File: config.mk
export PLATFORM = sky130hd
export DESIGN_NAME = bcpfs_top
export DESIGN_NICKNAME = d
export VERILOG_FILES = /design/src/include/bcpfs_pkg.sv /design/src/rtl/bcpfs_top.sv
export VERILOG_INCLUDE_DIRS = /design/src /design/src/include
export SDC_FILE = /design/constraint.sdc
export NUM_CORES = 1
export LEC_CHECK = 0
export BUFFER_PORTS_ARGS = -buffer_cell sky130_fd_sc_hd__buf_4
export CORE_ASPECT_RATIO = 1.4
export CORE_MARGIN = 3
export CORE_UTILIZATION = 44
export DETAILED_ROUTE_END_ITERATION = 7
export PLACE_DENSITY = 0.77
export RECOVER_POWER = 50
export REMOVE_ABC_BUFFERS = 1
export SYNTH_ARGS = -nofsm -noshare
export SYNTH_HDL_FRONTEND = slang
export SYNTH_SLANG_ARGS = --single-unit
File: constraint.sdc
create_clock -name CLK_IN -period 1.3 [get_ports CLK_IN]
set_clock_uncertainty 0.15 [all_clocks]
set_input_delay 0.065 -clock CLK_IN [delete_from_list [all_inputs] [get_ports CLK_IN]]
set_output_delay 0.065 -clock CLK_IN [all_outputs]
set_load 0.005 [all_outputs]
File: src/include/bcpfs_params.svh
// constants of the bus-control pin function select block
//------------------------------------------------------------
//------------------------------------------------------------
`ifndef BCPFS_PARAMS_SVH
`define BCPFS_PARAMS_SVH

// operating mode codes
`define BCPFS_MODE_4        3'h4
`define BCPFS_MODE_5        3'h5

// memory type select range that gives the lower column strobe
`define BCPFS_MTS_LO        3'h1
`define BCPFS_MTS_HI        3'h3

// pin positions within the port
`define BCPFS_PIN_WAIT      3
`define BCPFS_PIN_EXTERNAL_BUS_REQUEST_IN      2
`define BCPFS_PIN_BACK      1
`define BCPFS_PIN_CS0       0
`define BCPFS_PIN_CS1       4
`define BCPFS_PIN_STROBE    7
`define BCPFS_NUM_CS_HI     3

// reset values
`define BCPFS_RST_PINS      8'h00
`define BCPFS_RST_BIT       1'h0

`endif

File: src/include/bcpfs_pkg.sv
// types of the bus-control pin function select block
package bcpfs_pkg;

  // function of the multiplexed wait pin, one-hot
  typedef enum logic [3:0]
  {
    BCPFS_WFN_IO    = 4'h1,
    BCPFS_WFN_WAIT  = 4'h2,
    BCPFS_WFN_BUS_REQUEST_OUT = 4'h4,
    BCPFS_WFN_LOWER_COLUMN_STROBE  = 4'h8
  } bcpfs_wait_fn_t;

  // function of the column strobe pin, one-hot
  typedef enum logic [2:0]
  {
    BCPFS_SFN_IO  = 3'h1,
    BCPFS_SFN_CAS = 3'h2,
    BCPFS_SFN_OE  = 3'h4
  } bcpfs_strobe_fn_t;

endpackage

File: src/rtl/bcpfs_top.sv
// pin function multiplexer for the bus-control port pins
`timescale 1ns/10ps
`include "bcpfs_params.svh"

module bcpfs_top #(
  parameter int WIDTH = 8
) (
  input  wire logic             CLK_IN,
  input  wire logic             RST_N_IN,
  input  wire logic [2:0]       MODE_IN,
  input  wire logic             WAIT_PIN_ENABLE_IN,
  input  wire logic             BUS_REQUEST_OUT_ENABLE_IN,
  input  wire logic             BUS_RELEASE_ENABLE_IN,
  input  wire logic [2:0]       MEMORY_TYPE_SELECT_IN,
  input  wire logic             BUS_WIDTH_BIT_IN,
  input  wire logic             LOWER_STROBE_SELECT_IN,
  input  wire logic             DRAM_SPACE_SET_IN,
  input  wire logic             PSRAM_SPACE_SET_IN,
  input  wire logic [WIDTH-1:0] PORT_DDR_IN,
  input  wire logic [WIDTH-1:0] PORT_DOUT_IN,
  input  wire logic             BUS_REQUEST_OUT_IN,
  input  wire logic             LOWER_COLUMN_STROBE_IN,
  input  wire logic             BUS_ACK_IN,
  input  wire logic             CHIP_SELECT_ZERO_IN,
  input  wire logic             CHIP_SELECT_ONE_IN,
  input  wire logic             CHIP_SELECT_TWO_IN,
  input  wire logic             CHIP_SELECT_THREE_IN,
  input  wire logic             COLUMN_STROBE_IN,
  input  wire logic             OUTPUT_ENABLE_IN,
  input  wire logic [WIDTH-1:0] PIN_IN,
  output logic      [WIDTH-1:0] PIN_OUT,
  output logic      [WIDTH-1:0] PIN_OE_OUT,
  output logic      [WIDTH-1:0] PORT_DATA_OUT,
  output logic                  WAIT_REQUEST_OUT,
  output logic                  EXTERNAL_BUS_REQUEST_OUT,
  output logic      [3:0]       WAIT_FUNCTION_OUT,
  output logic      [2:0]       STROBE_FUNCTION_OUT
);

  //----------------------------------------------------------
  // mode decode
  //----------------------------------------------------------

  // true in the expanded modes that own the bus-control pins
  function automatic logic is_bus_mode(input logic [2:0] mode);
    is_bus_mode = (mode == `BCPFS_MODE_5)
                  || (mode == `BCPFS_MODE_4);
  endfunction

  //----------------------------------------------------------
  // pin input synchroniser
  //----------------------------------------------------------

  logic [WIDTH-1:0] pin_meta_r;
  logic [WIDTH-1:0] pin_sync_r;
  logic [WIDTH-1:0] pin_meta_nxt;
  logic [WIDTH-1:0] pin_sync_nxt;

  // pins are asynchronous to the clock, so two stages before use
  always_comb
  begin
    pin_meta_nxt = PIN_IN;
    pin_sync_nxt = pin_meta_r;
  end

  always_ff @(posedge CLK_IN or negedge RST_N_IN)
  begin
    if (!RST_N_IN)
    begin
      pin_meta_r <= `BCPFS_RST_PINS;
      pin_sync_r <= `BCPFS_RST_PINS;
    end
    else
    begin
      pin_meta_r <= pin_meta_nxt;
      pin_sync_r <= pin_sync_nxt;
    end
  end

  //----------------------------------------------------------
  // function selection
  //----------------------------------------------------------

  bcpfs_pkg::bcpfs_wait_fn_t   wait_fn_r;
  bcpfs_pkg::bcpfs_wait_fn_t   wait_fn_nxt;
  bcpfs_pkg::bcpfs_strobe_fn_t strobe_fn_r;
  bcpfs_pkg::bcpfs_strobe_fn_t strobe_fn_nxt;
  logic                        release_r;
  logic                        release_nxt;
  logic                        lower_column_strobe_cond;

  // lower strobe wins over the wait and request uses of the pin,
  // since a DRAM with lower strobe cannot give the pin up
  always_comb
  begin
    lower_column_strobe_cond = (MEMORY_TYPE_SELECT_IN >= `BCPFS_MTS_LO)
                && (MEMORY_TYPE_SELECT_IN <= `BCPFS_MTS_HI)
                && !BUS_WIDTH_BIT_IN
                && !LOWER_STROBE_SELECT_IN;
    wait_fn_nxt   = bcpfs_pkg::BCPFS_WFN_IO;
    strobe_fn_nxt = bcpfs_pkg::BCPFS_SFN_IO;
    release_nxt   = 1'h0;
    if (is_bus_mode(MODE_IN))
    begin
      if (lower_column_strobe_cond)
        wait_fn_nxt = bcpfs_pkg::BCPFS_WFN_LOWER_COLUMN_STROBE;
      else if (WAIT_PIN_ENABLE_IN && !BUS_REQUEST_OUT_ENABLE_IN)
        wait_fn_nxt = bcpfs_pkg::BCPFS_WFN_WAIT;
      else if (!WAIT_PIN_ENABLE_IN && BUS_REQUEST_OUT_ENABLE_IN)
        wait_fn_nxt = bcpfs_pkg::BCPFS_WFN_BUS_REQUEST_OUT;
      else
        wait_fn_nxt = bcpfs_pkg::BCPFS_WFN_IO;
      if (DRAM_SPACE_SET_IN)
        strobe_fn_nxt = bcpfs_pkg::BCPFS_SFN_CAS;
      else if (PSRAM_SPACE_SET_IN)
        strobe_fn_nxt = bcpfs_pkg::BCPFS_SFN_OE;
      else
        strobe_fn_nxt = bcpfs_pkg::BCPFS_SFN_IO;
      release_nxt = BUS_RELEASE_ENABLE_IN;
    end
  end

  always_ff @(posedge CLK_IN or negedge RST_N_IN)
  begin
    if (!RST_N_IN)
    begin
      wait_fn_r   <= bcpfs_pkg::BCPFS_WFN_IO;
      strobe_fn_r <= bcpfs_pkg::BCPFS_SFN_IO;
      release_r   <= `BCPFS_RST_BIT;
    end
    else
    begin
      wait_fn_r   <= wait_fn_nxt;
      strobe_fn_r <= strobe_fn_nxt;
      release_r   <= release_nxt;
    end
  end

  //----------------------------------------------------------
  // pin drive
  //----------------------------------------------------------

  logic [WIDTH-1:0] pin_out_nxt;
  logic [WIDTH-1:0] pin_oe_nxt;
  logic [WIDTH-1:0] pin_out_r;
  logic [WIDTH-1:0] pin_oe_r;
  logic [2:0]       cs_hi;
  logic             bus_mode;

  // default is plain port I/O, then each bus function takes its pin
  always_comb
  begin
    bus_mode    = is_bus_mode(MODE_IN);
    cs_hi       = {CHIP_SELECT_THREE_IN, CHIP_SELECT_TWO_IN, CHIP_SELECT_ONE_IN};
    pin_out_nxt = PORT_DOUT_IN;
    pin_oe_nxt  = PORT_DDR_IN;
    case (wait_fn_r)
      bcpfs_pkg::BCPFS_WFN_IO:
      begin
        pin_out_nxt[`BCPFS_PIN_WAIT] = PORT_DOUT_IN[`BCPFS_PIN_WAIT];
      end
      bcpfs_pkg::BCPFS_WFN_WAIT:
      begin
        pin_oe_nxt[`BCPFS_PIN_WAIT] = 1'h0;
      end
      bcpfs_pkg::BCPFS_WFN_BUS_REQUEST_OUT:
      begin
        pin_out_nxt[`BCPFS_PIN_WAIT] = BUS_REQUEST_OUT_IN;
        pin_oe_nxt[`BCPFS_PIN_WAIT]  = 1'h1;
      end
      bcpfs_pkg::BCPFS_WFN_LOWER_COLUMN_STROBE:
      begin
        pin_out_nxt[`BCPFS_PIN_WAIT] = LOWER_COLUMN_STROBE_IN;
        pin_oe_nxt[`BCPFS_PIN_WAIT]  = 1'h1;
      end
      default:
      begin
        pin_oe_nxt[`BCPFS_PIN_WAIT] = 1'h0;
      end
    endcase
    if (release_r)
    begin
      pin_oe_nxt[`BCPFS_PIN_EXTERNAL_BUS_REQUEST_IN]  = 1'h0;
      pin_out_nxt[`BCPFS_PIN_BACK] = BUS_ACK_IN;
      pin_oe_nxt[`BCPFS_PIN_BACK]  = 1'h1;
    end
    if (bus_mode && PORT_DDR_IN[`BCPFS_PIN_CS0])
      pin_out_nxt[`BCPFS_PIN_CS0] = CHIP_SELECT_ZERO_IN;
    for (int i = 0; i < `BCPFS_NUM_CS_HI; i++)
    begin
      // direction bit 0 leaves the pin an input, 1 drives the select
      if (bus_mode && PORT_DDR_IN[`BCPFS_PIN_CS1 + i])
        pin_out_nxt[`BCPFS_PIN_CS1 + i] = cs_hi[i];
    end
    case (strobe_fn_r)
      bcpfs_pkg::BCPFS_SFN_CAS:
      begin
        pin_out_nxt[`BCPFS_PIN_STROBE] = COLUMN_STROBE_IN;
        pin_oe_nxt[`BCPFS_PIN_STROBE]  = 1'h1;
      end
      bcpfs_pkg::BCPFS_SFN_OE:
      begin
        pin_out_nxt[`BCPFS_PIN_STROBE] = OUTPUT_ENABLE_IN;
        pin_oe_nxt[`BCPFS_PIN_STROBE]  = 1'h1;
      end
      default:
      begin
        pin_out_nxt[`BCPFS_PIN_STROBE] = PORT_DOUT_IN[`BCPFS_PIN_STROBE];
      end
    endcase
  end

  // outputs leave through flip-flops to keep the pads glitch free
  always_ff @(posedge CLK_IN or negedge RST_N_IN)
  begin
    if (!RST_N_IN)
    begin
      pin_out_r <= `BCPFS_RST_PINS;
      pin_oe_r  <= `BCPFS_RST_PINS;
    end
    else
    begin
      pin_out_r <= pin_out_nxt;
      pin_oe_r  <= pin_oe_nxt;
    end
  end

  //----------------------------------------------------------
  // inputs returned to the bus controller and the port
  //----------------------------------------------------------

  logic             wait_req_r;
  logic             wait_req_nxt;
  logic             ext_external_bus_request_in_r;
  logic             ext_external_bus_request_in_nxt;
  logic [WIDTH-1:0] port_data_r;
  logic [WIDTH-1:0] port_data_nxt;

  // a function input reads zero unless its pin is assigned to it,
  // so a floating I/O pin never stalls the bus
  always_comb
  begin
    wait_req_nxt  = (wait_fn_r == bcpfs_pkg::BCPFS_WFN_WAIT)
                    && pin_sync_r[`BCPFS_PIN_WAIT];
    ext_external_bus_request_in_nxt  = release_r && pin_sync_r[`BCPFS_PIN_EXTERNAL_BUS_REQUEST_IN];
    port_data_nxt = pin_sync_r;
  end

  always_ff @(posedge CLK_IN or negedge RST_N_IN)
  begin
    if (!RST_N_IN)
    begin
      wait_req_r  <= `BCPFS_RST_BIT;
      ext_external_bus_request_in_r  <= `BCPFS_RST_BIT;
      port_data_r <= `BCPFS_RST_PINS;
    end
    else
    begin
      wait_req_r  <= wait_req_nxt;
      ext_external_bus_request_in_r  <= ext_external_bus_request_in_nxt;
      port_data_r <= port_data_nxt;
    end
  end

  //----------------------------------------------------------
  // output wiring
  //----------------------------------------------------------

  always_comb
  begin
    PIN_OUT                  = pin_out_r;
    PIN_OE_OUT               = pin_oe_r;
    PORT_DATA_OUT            = port_data_r;
    WAIT_REQUEST_OUT         = wait_req_r;
    EXTERNAL_BUS_REQUEST_OUT = ext_external_bus_request_in_r;
    WAIT_FUNCTION_OUT        = wait_fn_r;
    STROBE_FUNCTION_OUT      = strobe_fn_r;
  end

endmodule // bcpfs_top

# ---- Yosys cells after proc, flatten, opt, wreduce, memory -nomap -nowiden
# Cells that the tools add are included.
dict set report totals {
  ff_bits 50
  input_bits 48
  output_inout_bits 33
  word_cells 56
}
dict set report classes {
  n_eq_ne 8
  reduce_logical 18
  mux 18
  n_lt_le_gt_ge 2
}
# cell n
set ops {}
lappend ops {{$mux 3} 5}
lappend ops {{$logic_and 1x1->1} 11}
lappend ops {{$eq 3x3->1 const B} 3}
lappend ops {{$mux 4} 2}
lappend ops {{$mux 1} 7}
lappend ops {{$pmux 1 s2} 3}
lappend ops {{$eq 4x1->1 const B} 1}
lappend ops {{$eq 4x2->1 const B} 1}
lappend ops {{$eq 4x3->1 const B} 1}
lappend ops {{$eq 4x4->1 const B} 1}
lappend ops {{$logic_not 1->1} 4}
lappend ops {{$reduce_or 2->1} 2}
lappend ops {{$eq 3x2->1 const B} 1}
lappend ops {{$ge 3x1->1 const B} 1}
lappend ops {{$le 3x2->1 const B} 1}
lappend ops {{$mux 2} 1}
lappend ops {{$logic_or 1x1->1} 1}

# ---- Longest topological paths before layout
dict set report depth {
  word_depth 6
  mapped_depth 4
  ltp_nobuf 3
}

# ---- Worst setup path after synthesis
# OpenSTA, ideal clock, no wires.
dict set report synth_timing {
  path_kind {register to register}
  startpoint {reg wait_fn_r[2] (netlist: WAIT_FUNCTION_OUT[2])}
  endpoint {reg pin_out_r[3] (netlist: PIN_OUT[3])}
  arrival_ns 0.939
  path_slack_ns 0.088
  setup_ns 0.123
  stages_incl_launch_ff 5
  period_less_slack_ns 1.212
  cell_sequence {dfrtp_1 clkbuf_2 nor4_1 o21ai_0 o221a_2}
}
dict set report synth_via {
  elab_chain_len 2
  elab_cells_between_ends 3
  classes_between {eq/ne: 2; mux: 1}
}
# item line
set synth_rtl {}
lappend synth_rtl {{start, declared} bcpfs_top.sv:84} ;# bcpfs_pkg::bcpfs_wait_fn_t wait_fn_r;
lappend synth_rtl {{start signal, assigned} bcpfs_top.sv:127} ;# wait_fn_r <= bcpfs_pkg::BCPFS_WFN_IO;
lappend synth_rtl {{start signal, assigned} bcpfs_top.sv:133} ;# wait_fn_r <= wait_fn_nxt;
lappend synth_rtl {{$eq 4x4->1 / $eq 4x3->1 (equally long branches)} bcpfs_top.sv:157} ;# case (wait_fn_r)
lappend synth_rtl {{$pmux 1 s2 (*)} bcpfs_top.sv:157}
lappend synth_rtl {{named net pin_out_nxt[3]} bcpfs_top.sv:143} ;# logic [WIDTH-1:0] pin_out_nxt;
lappend synth_rtl {{end signal, assigned} bcpfs_top.sv:218} ;# pin_out_r <= `BCPFS_RST_PINS;
lappend synth_rtl {{end signal, assigned} bcpfs_top.sv:223} ;# pin_out_r <= pin_out_nxt;
lappend synth_rtl {{end, declared} bcpfs_top.sv:145} ;# logic [WIDTH-1:0] pin_out_r;
# The timed path passes the listed nets; every way through them passes the cells marked *.

# ---- Worst setup path in the final report
dict set report layout_timing {
  startpoint {reg wait_fn_r[0] (netlist: WAIT_FUNCTION_OUT[0])}
  endpoint {reg pin_out_r[3] (netlist: PIN_OUT[3])}
}
# The elaborated chain is that of the path after synthesis.

==> summary by stage <==
Outcome
The run finished with clean final reports.

Cells and area
The number of antenna diodes in the final layout is 0. The filler-free cell count of the finished design is 267. With fillers left out, the area of the finished cells amounts to 0.00279 mm². Of the cells placed in the final design, the portion with a size suffix greater than 1 is 0.467. The relative area change from synthesis to final layout is 72.0%. The final core area utilization is 0.803. The net count reported at finish is 276.

Detailed routing
The routed via count is 1247. Routed signal wires occupy layers up through met4. Using the TritonRoute via totals, the vias-per-cell ratio works out to 4.67. The wire length on met3 is 218 µm. The total routed wirelength is 4130 µm.

The count of nets left with antenna violations once routing finished came out at 0. The number of detailed-route iterations in the first pass is 4. The routed length on met2 is 2400 µm.

The detail-routed net length per standard cell is 15.5 µm. For this block, the initial DRC count from the detailed router was 27. The post-detailed-route DRC marker count is 0.

For this block, wires on met1 add up to 1300 µm.

Worst hold path
The cell depth of the worst min-delay path is 4. The tightest min-delay check is of the in -> reg type.

Timing
Derived from the worst setup path, the maximum achievable clock frequency is 781 MHz. The number of pins exceeding their max-slew limit in the final report was 0. The clock period could shrink to 1280 ps. Setup repair after global routing could not meet its margin everywhere. Summed over all failing endpoints, the final setup total negative slack is 0 ps. The worst-case headroom to the max-slew limit is 0.577. On the final layout, the worst hold slack is 13.3 ps.

The slew of the pin with the lowest slew margin is 634 ps. Setup violations remaining at the end of the flow were counted as 0. The total count of hold-check failures in the final report is 0. The share of the cycle needed by the critical path after routing is 0.985.

Synth
The sequential cell area fraction in the yosys report is 0.774. A synthesized cell averages 16.2 µm². The number of standard cells after synthesis is 100.

During synthesis, Yosys emitted a total of 0 warnings. The synthesis-stage register bit count is 50. The cell area after synthesis is 0.00162 mm².

The count of different cell masters after synthesis is 28.

Global routing
The largest net degree at the start of global routing is 51. The global-route wire length before repair is 6440 µm. The initial antenna violation count was 0. The via count of the first global-routing pass is 1416. The leftover overflow at the end of global routing is 0.

The global-route usage over all layers is 0.196.

Clock network
TritonCTS built the clock tree. The total setup buffers inserted after CTS is 0. The clock-pin slew on the worst setup and hold paths is 90 ps.

In this run, CTS created clock tree buffers numbering 5. The deepest clock path buffer count is 2. The clock reaches the later pin of the worst-skew pair after 300 ps. The tree built by TritonCTS fans out to 50 sinks. The CTS H-tree depth is 2.

The root buffer cell chosen for the clock tree is sky130_fd_sc_hd__clkbuf_8.

Floorplanning
Pin placement for this block handled 81 I/O pins. The y dimension of the die is 77.8 µm. The die covers 0.00446 mm².

The floorplan has 25 rows. The standard cell core area is 0.00347 mm². The initial standard-cell utilization of the core is 0.467. The die span in x is 57.3 µm.

Critical path
The reg-to-reg startpoint is WAIT_FUNCTION_OUT[0]. The critical path ends at PIN_OUT[3]. STA classifies the critical path endpoint as a flop. Data on the critical path is required at its endpoint by 1380 ps.

STA classifies the critical path startpoint as a flop. The top fanout value on the critical path is 6. The worst setup path is of the reg -> reg kind. The path depth of the worst reg2reg path is 3.

STA puts the critical path data arrival time at 1370 ps. The capturing point of the worst reg2reg path is PIN_OUT[3]. The setup check on the worst reg-to-reg path leaves a slack of 20 ps.

Tracing the worst setup path back leads to its startpoint at WAIT_FUNCTION_OUT[0].

Placed design
The count of buffers from port buffering is 79. Routability-driven placement finished with a final weighted congestion of 0.770. Once placement completed, the tool counted placed cells totaling 217. The standard cell area after detailed placement is 0.00225 mm². After legalization and detailed placement, the total HPWL measured 2650 µm.

Power and ir drop
The total power density per cell area is 1050 mW/mm². Across the VDD grid, the largest voltage drop is 0.00119 V. For this design the static power due to leakage is 1.37 nW.

Flow run
The number of max-capacitance violations reported is 0.
cells by family (layout without fill, tap and decap cells):
group,Yosys count,count (layout),share of synthesized area
flops,50,50,0.774
mux,6,6,0.0502
compound gates,9,9,0.0378
simple gates,28,28,0.103
fa+ha+maj,2,2,0.0154
buf+inv,4,131,0.0147
xor+xnor,1,1,0.00541
cells in the mapped netlist:
cell,instances,area [µm²]
sky130_fd_sc_hd__dfrtp_1,48,1200
sky130_fd_sc_hd__nand2_1,5,18.8
sky130_fd_sc_hd__mux2_4,4,60.1
sky130_fd_sc_hd__nor2_1,4,15.0
sky130_fd_sc_hd__o21ai_0,3,15.0
sky130_fd_sc_hd__a21oi_1,2,10.0
sky130_fd_sc_hd__and2_2,2,15.0
sky130_fd_sc_hd__and3_2,2,15.0
sky130_fd_sc_hd__dfstp_2,2,52.6
sky130_fd_sc_hd__ha_1,2,25.0
sky130_fd_sc_hd__inv_1,2,7.51
sky130_fd_sc_hd__nand2b_1,2,12.5
sky130_fd_sc_hd__nor2b_1,2,12.5
sky130_fd_sc_hd__nor3_1,2,10.0
sky130_fd_sc_hd__nor3b_1,2,15.0
sky130_fd_sc_hd__nor4_1,2,12.5
sky130_fd_sc_hd__o22a_1,2,17.5
sky130_fd_sc_hd__or2_2,2,12.5
sky130_fd_sc_hd__a21o_1,1,7.51
sky130_fd_sc_hd__and2_1,1,6.26
sky130_fd_sc_hd__buf_6,1,11.3
sky130_fd_sc_hd__clkbuf_2,1,5.00
sky130_fd_sc_hd__mux2_2,1,11.3
sky130_fd_sc_hd__mux2i_1,1,10.0
sky130_fd_sc_hd__nor2b_4,1,13.8
sky130_fd_sc_hd__o221a_2,1,11.3
sky130_fd_sc_hd__or2b_1,1,7.51
sky130_fd_sc_hd__xor2_1,1,8.76
sequential cells by signal, indices dropped and copies added, names as in the netlist:
signal / flops
release_r: 1
PORT_DATA_OUT: 8
pin_meta_r: 8
PIN_OUT: 8
STROBE_FUNCTION_OUT: 3
PIN_OE_OUT: 8
WAIT_REQUEST_OUT: 1
EXTERNAL_BUS_REQUEST_OUT: 1
pin_sync_r: 8
WAIT_FUNCTION_OUT: 4
layer usage:
layer	vias to the layer above	global-route usage
met5	-	0
met3	18	0.0416
met1	595	0.184
li1	581	-
met2	53	0.373
met4	0	0.114
area by class of cell:
type / instances / area (µm²)
timing repair buffer: 121 / 1010
inverter: 2 / 7.51
clock inverter: 2 / 13.8
tap: 40 / 50.0
sequential: 50 / 1260
multi-input combinational: 46 / 373
fill: 208 / 686
clock buffer: 6 / 72.6
where the power goes:
part | internal [mW] | switching, mW
clock network | 0.380 | 0.476
logic | 0.273 | 0.136
registers | 1.64 | 0.0353
total | 2.29 | 0.648
stage by stage:
step           worst slack [ps]  power [mW]
4_1_cts                    8.27        2.96
5_1_grt                   -23.4        3.07
2_1_floorplan               118        1.76
6_report                   18.9        2.94
3_3_place_gp                106        1.98
3_5_place_dp              -2.22        2.00
worst max-delay path, stage by stage, from the launching register on:
cell and delay (ps):
sky130_fd_sc_hd__dfstp_2 630, sky130_fd_sc_hd__nor3_2 70, sky130_fd_sc_hd__a21oi_1 160, sky130_fd_sc_hd__o221a_2 210
how the worst min path moves through the flow:
stage,startpoint,to,slack [ps]
final,MODE_IN[1],PIN_OUT[6],10
after global routing,MODE_IN[1],PIN_OUT[4],20
after CTS,MODE_IN[1],PIN_OUT[6],3
after detailed placement,RST_N_IN,PORT_DATA_OUT[1],-40
after global placement,RST_N_IN,PIN_OUT[3],-60
after floorplan,RST_N_IN,EXTERNAL_BUS_REQUEST_OUT,-380
placed cells by master, fill, tap and decap left out, types with 4 or more instances in the layout:
cell / n
sky130_fd_sc_hd__buf_4: 63
sky130_fd_sc_hd__dfrtp_1: 46
sky130_fd_sc_hd__dlygate4sd3_1: 42
sky130_fd_sc_hd__clkbuf_4: 14
sky130_fd_sc_hd__nand2_1: 5
sky130_fd_sc_hd__clkbuf_8: 5
sky130_fd_sc_hd__nor2_1: 4
sky130_fd_sc_hd__mux2_4: 4
what timing repair did:
item,in CTS,in global routing
endpoints found under the hold margin,81,0
setup endpoints to repair,1,5
gates resized for setup,3,7
pin swaps,0,3
hold buffers,42,0
Note: power is estimated with default switching activity, not from simulation.
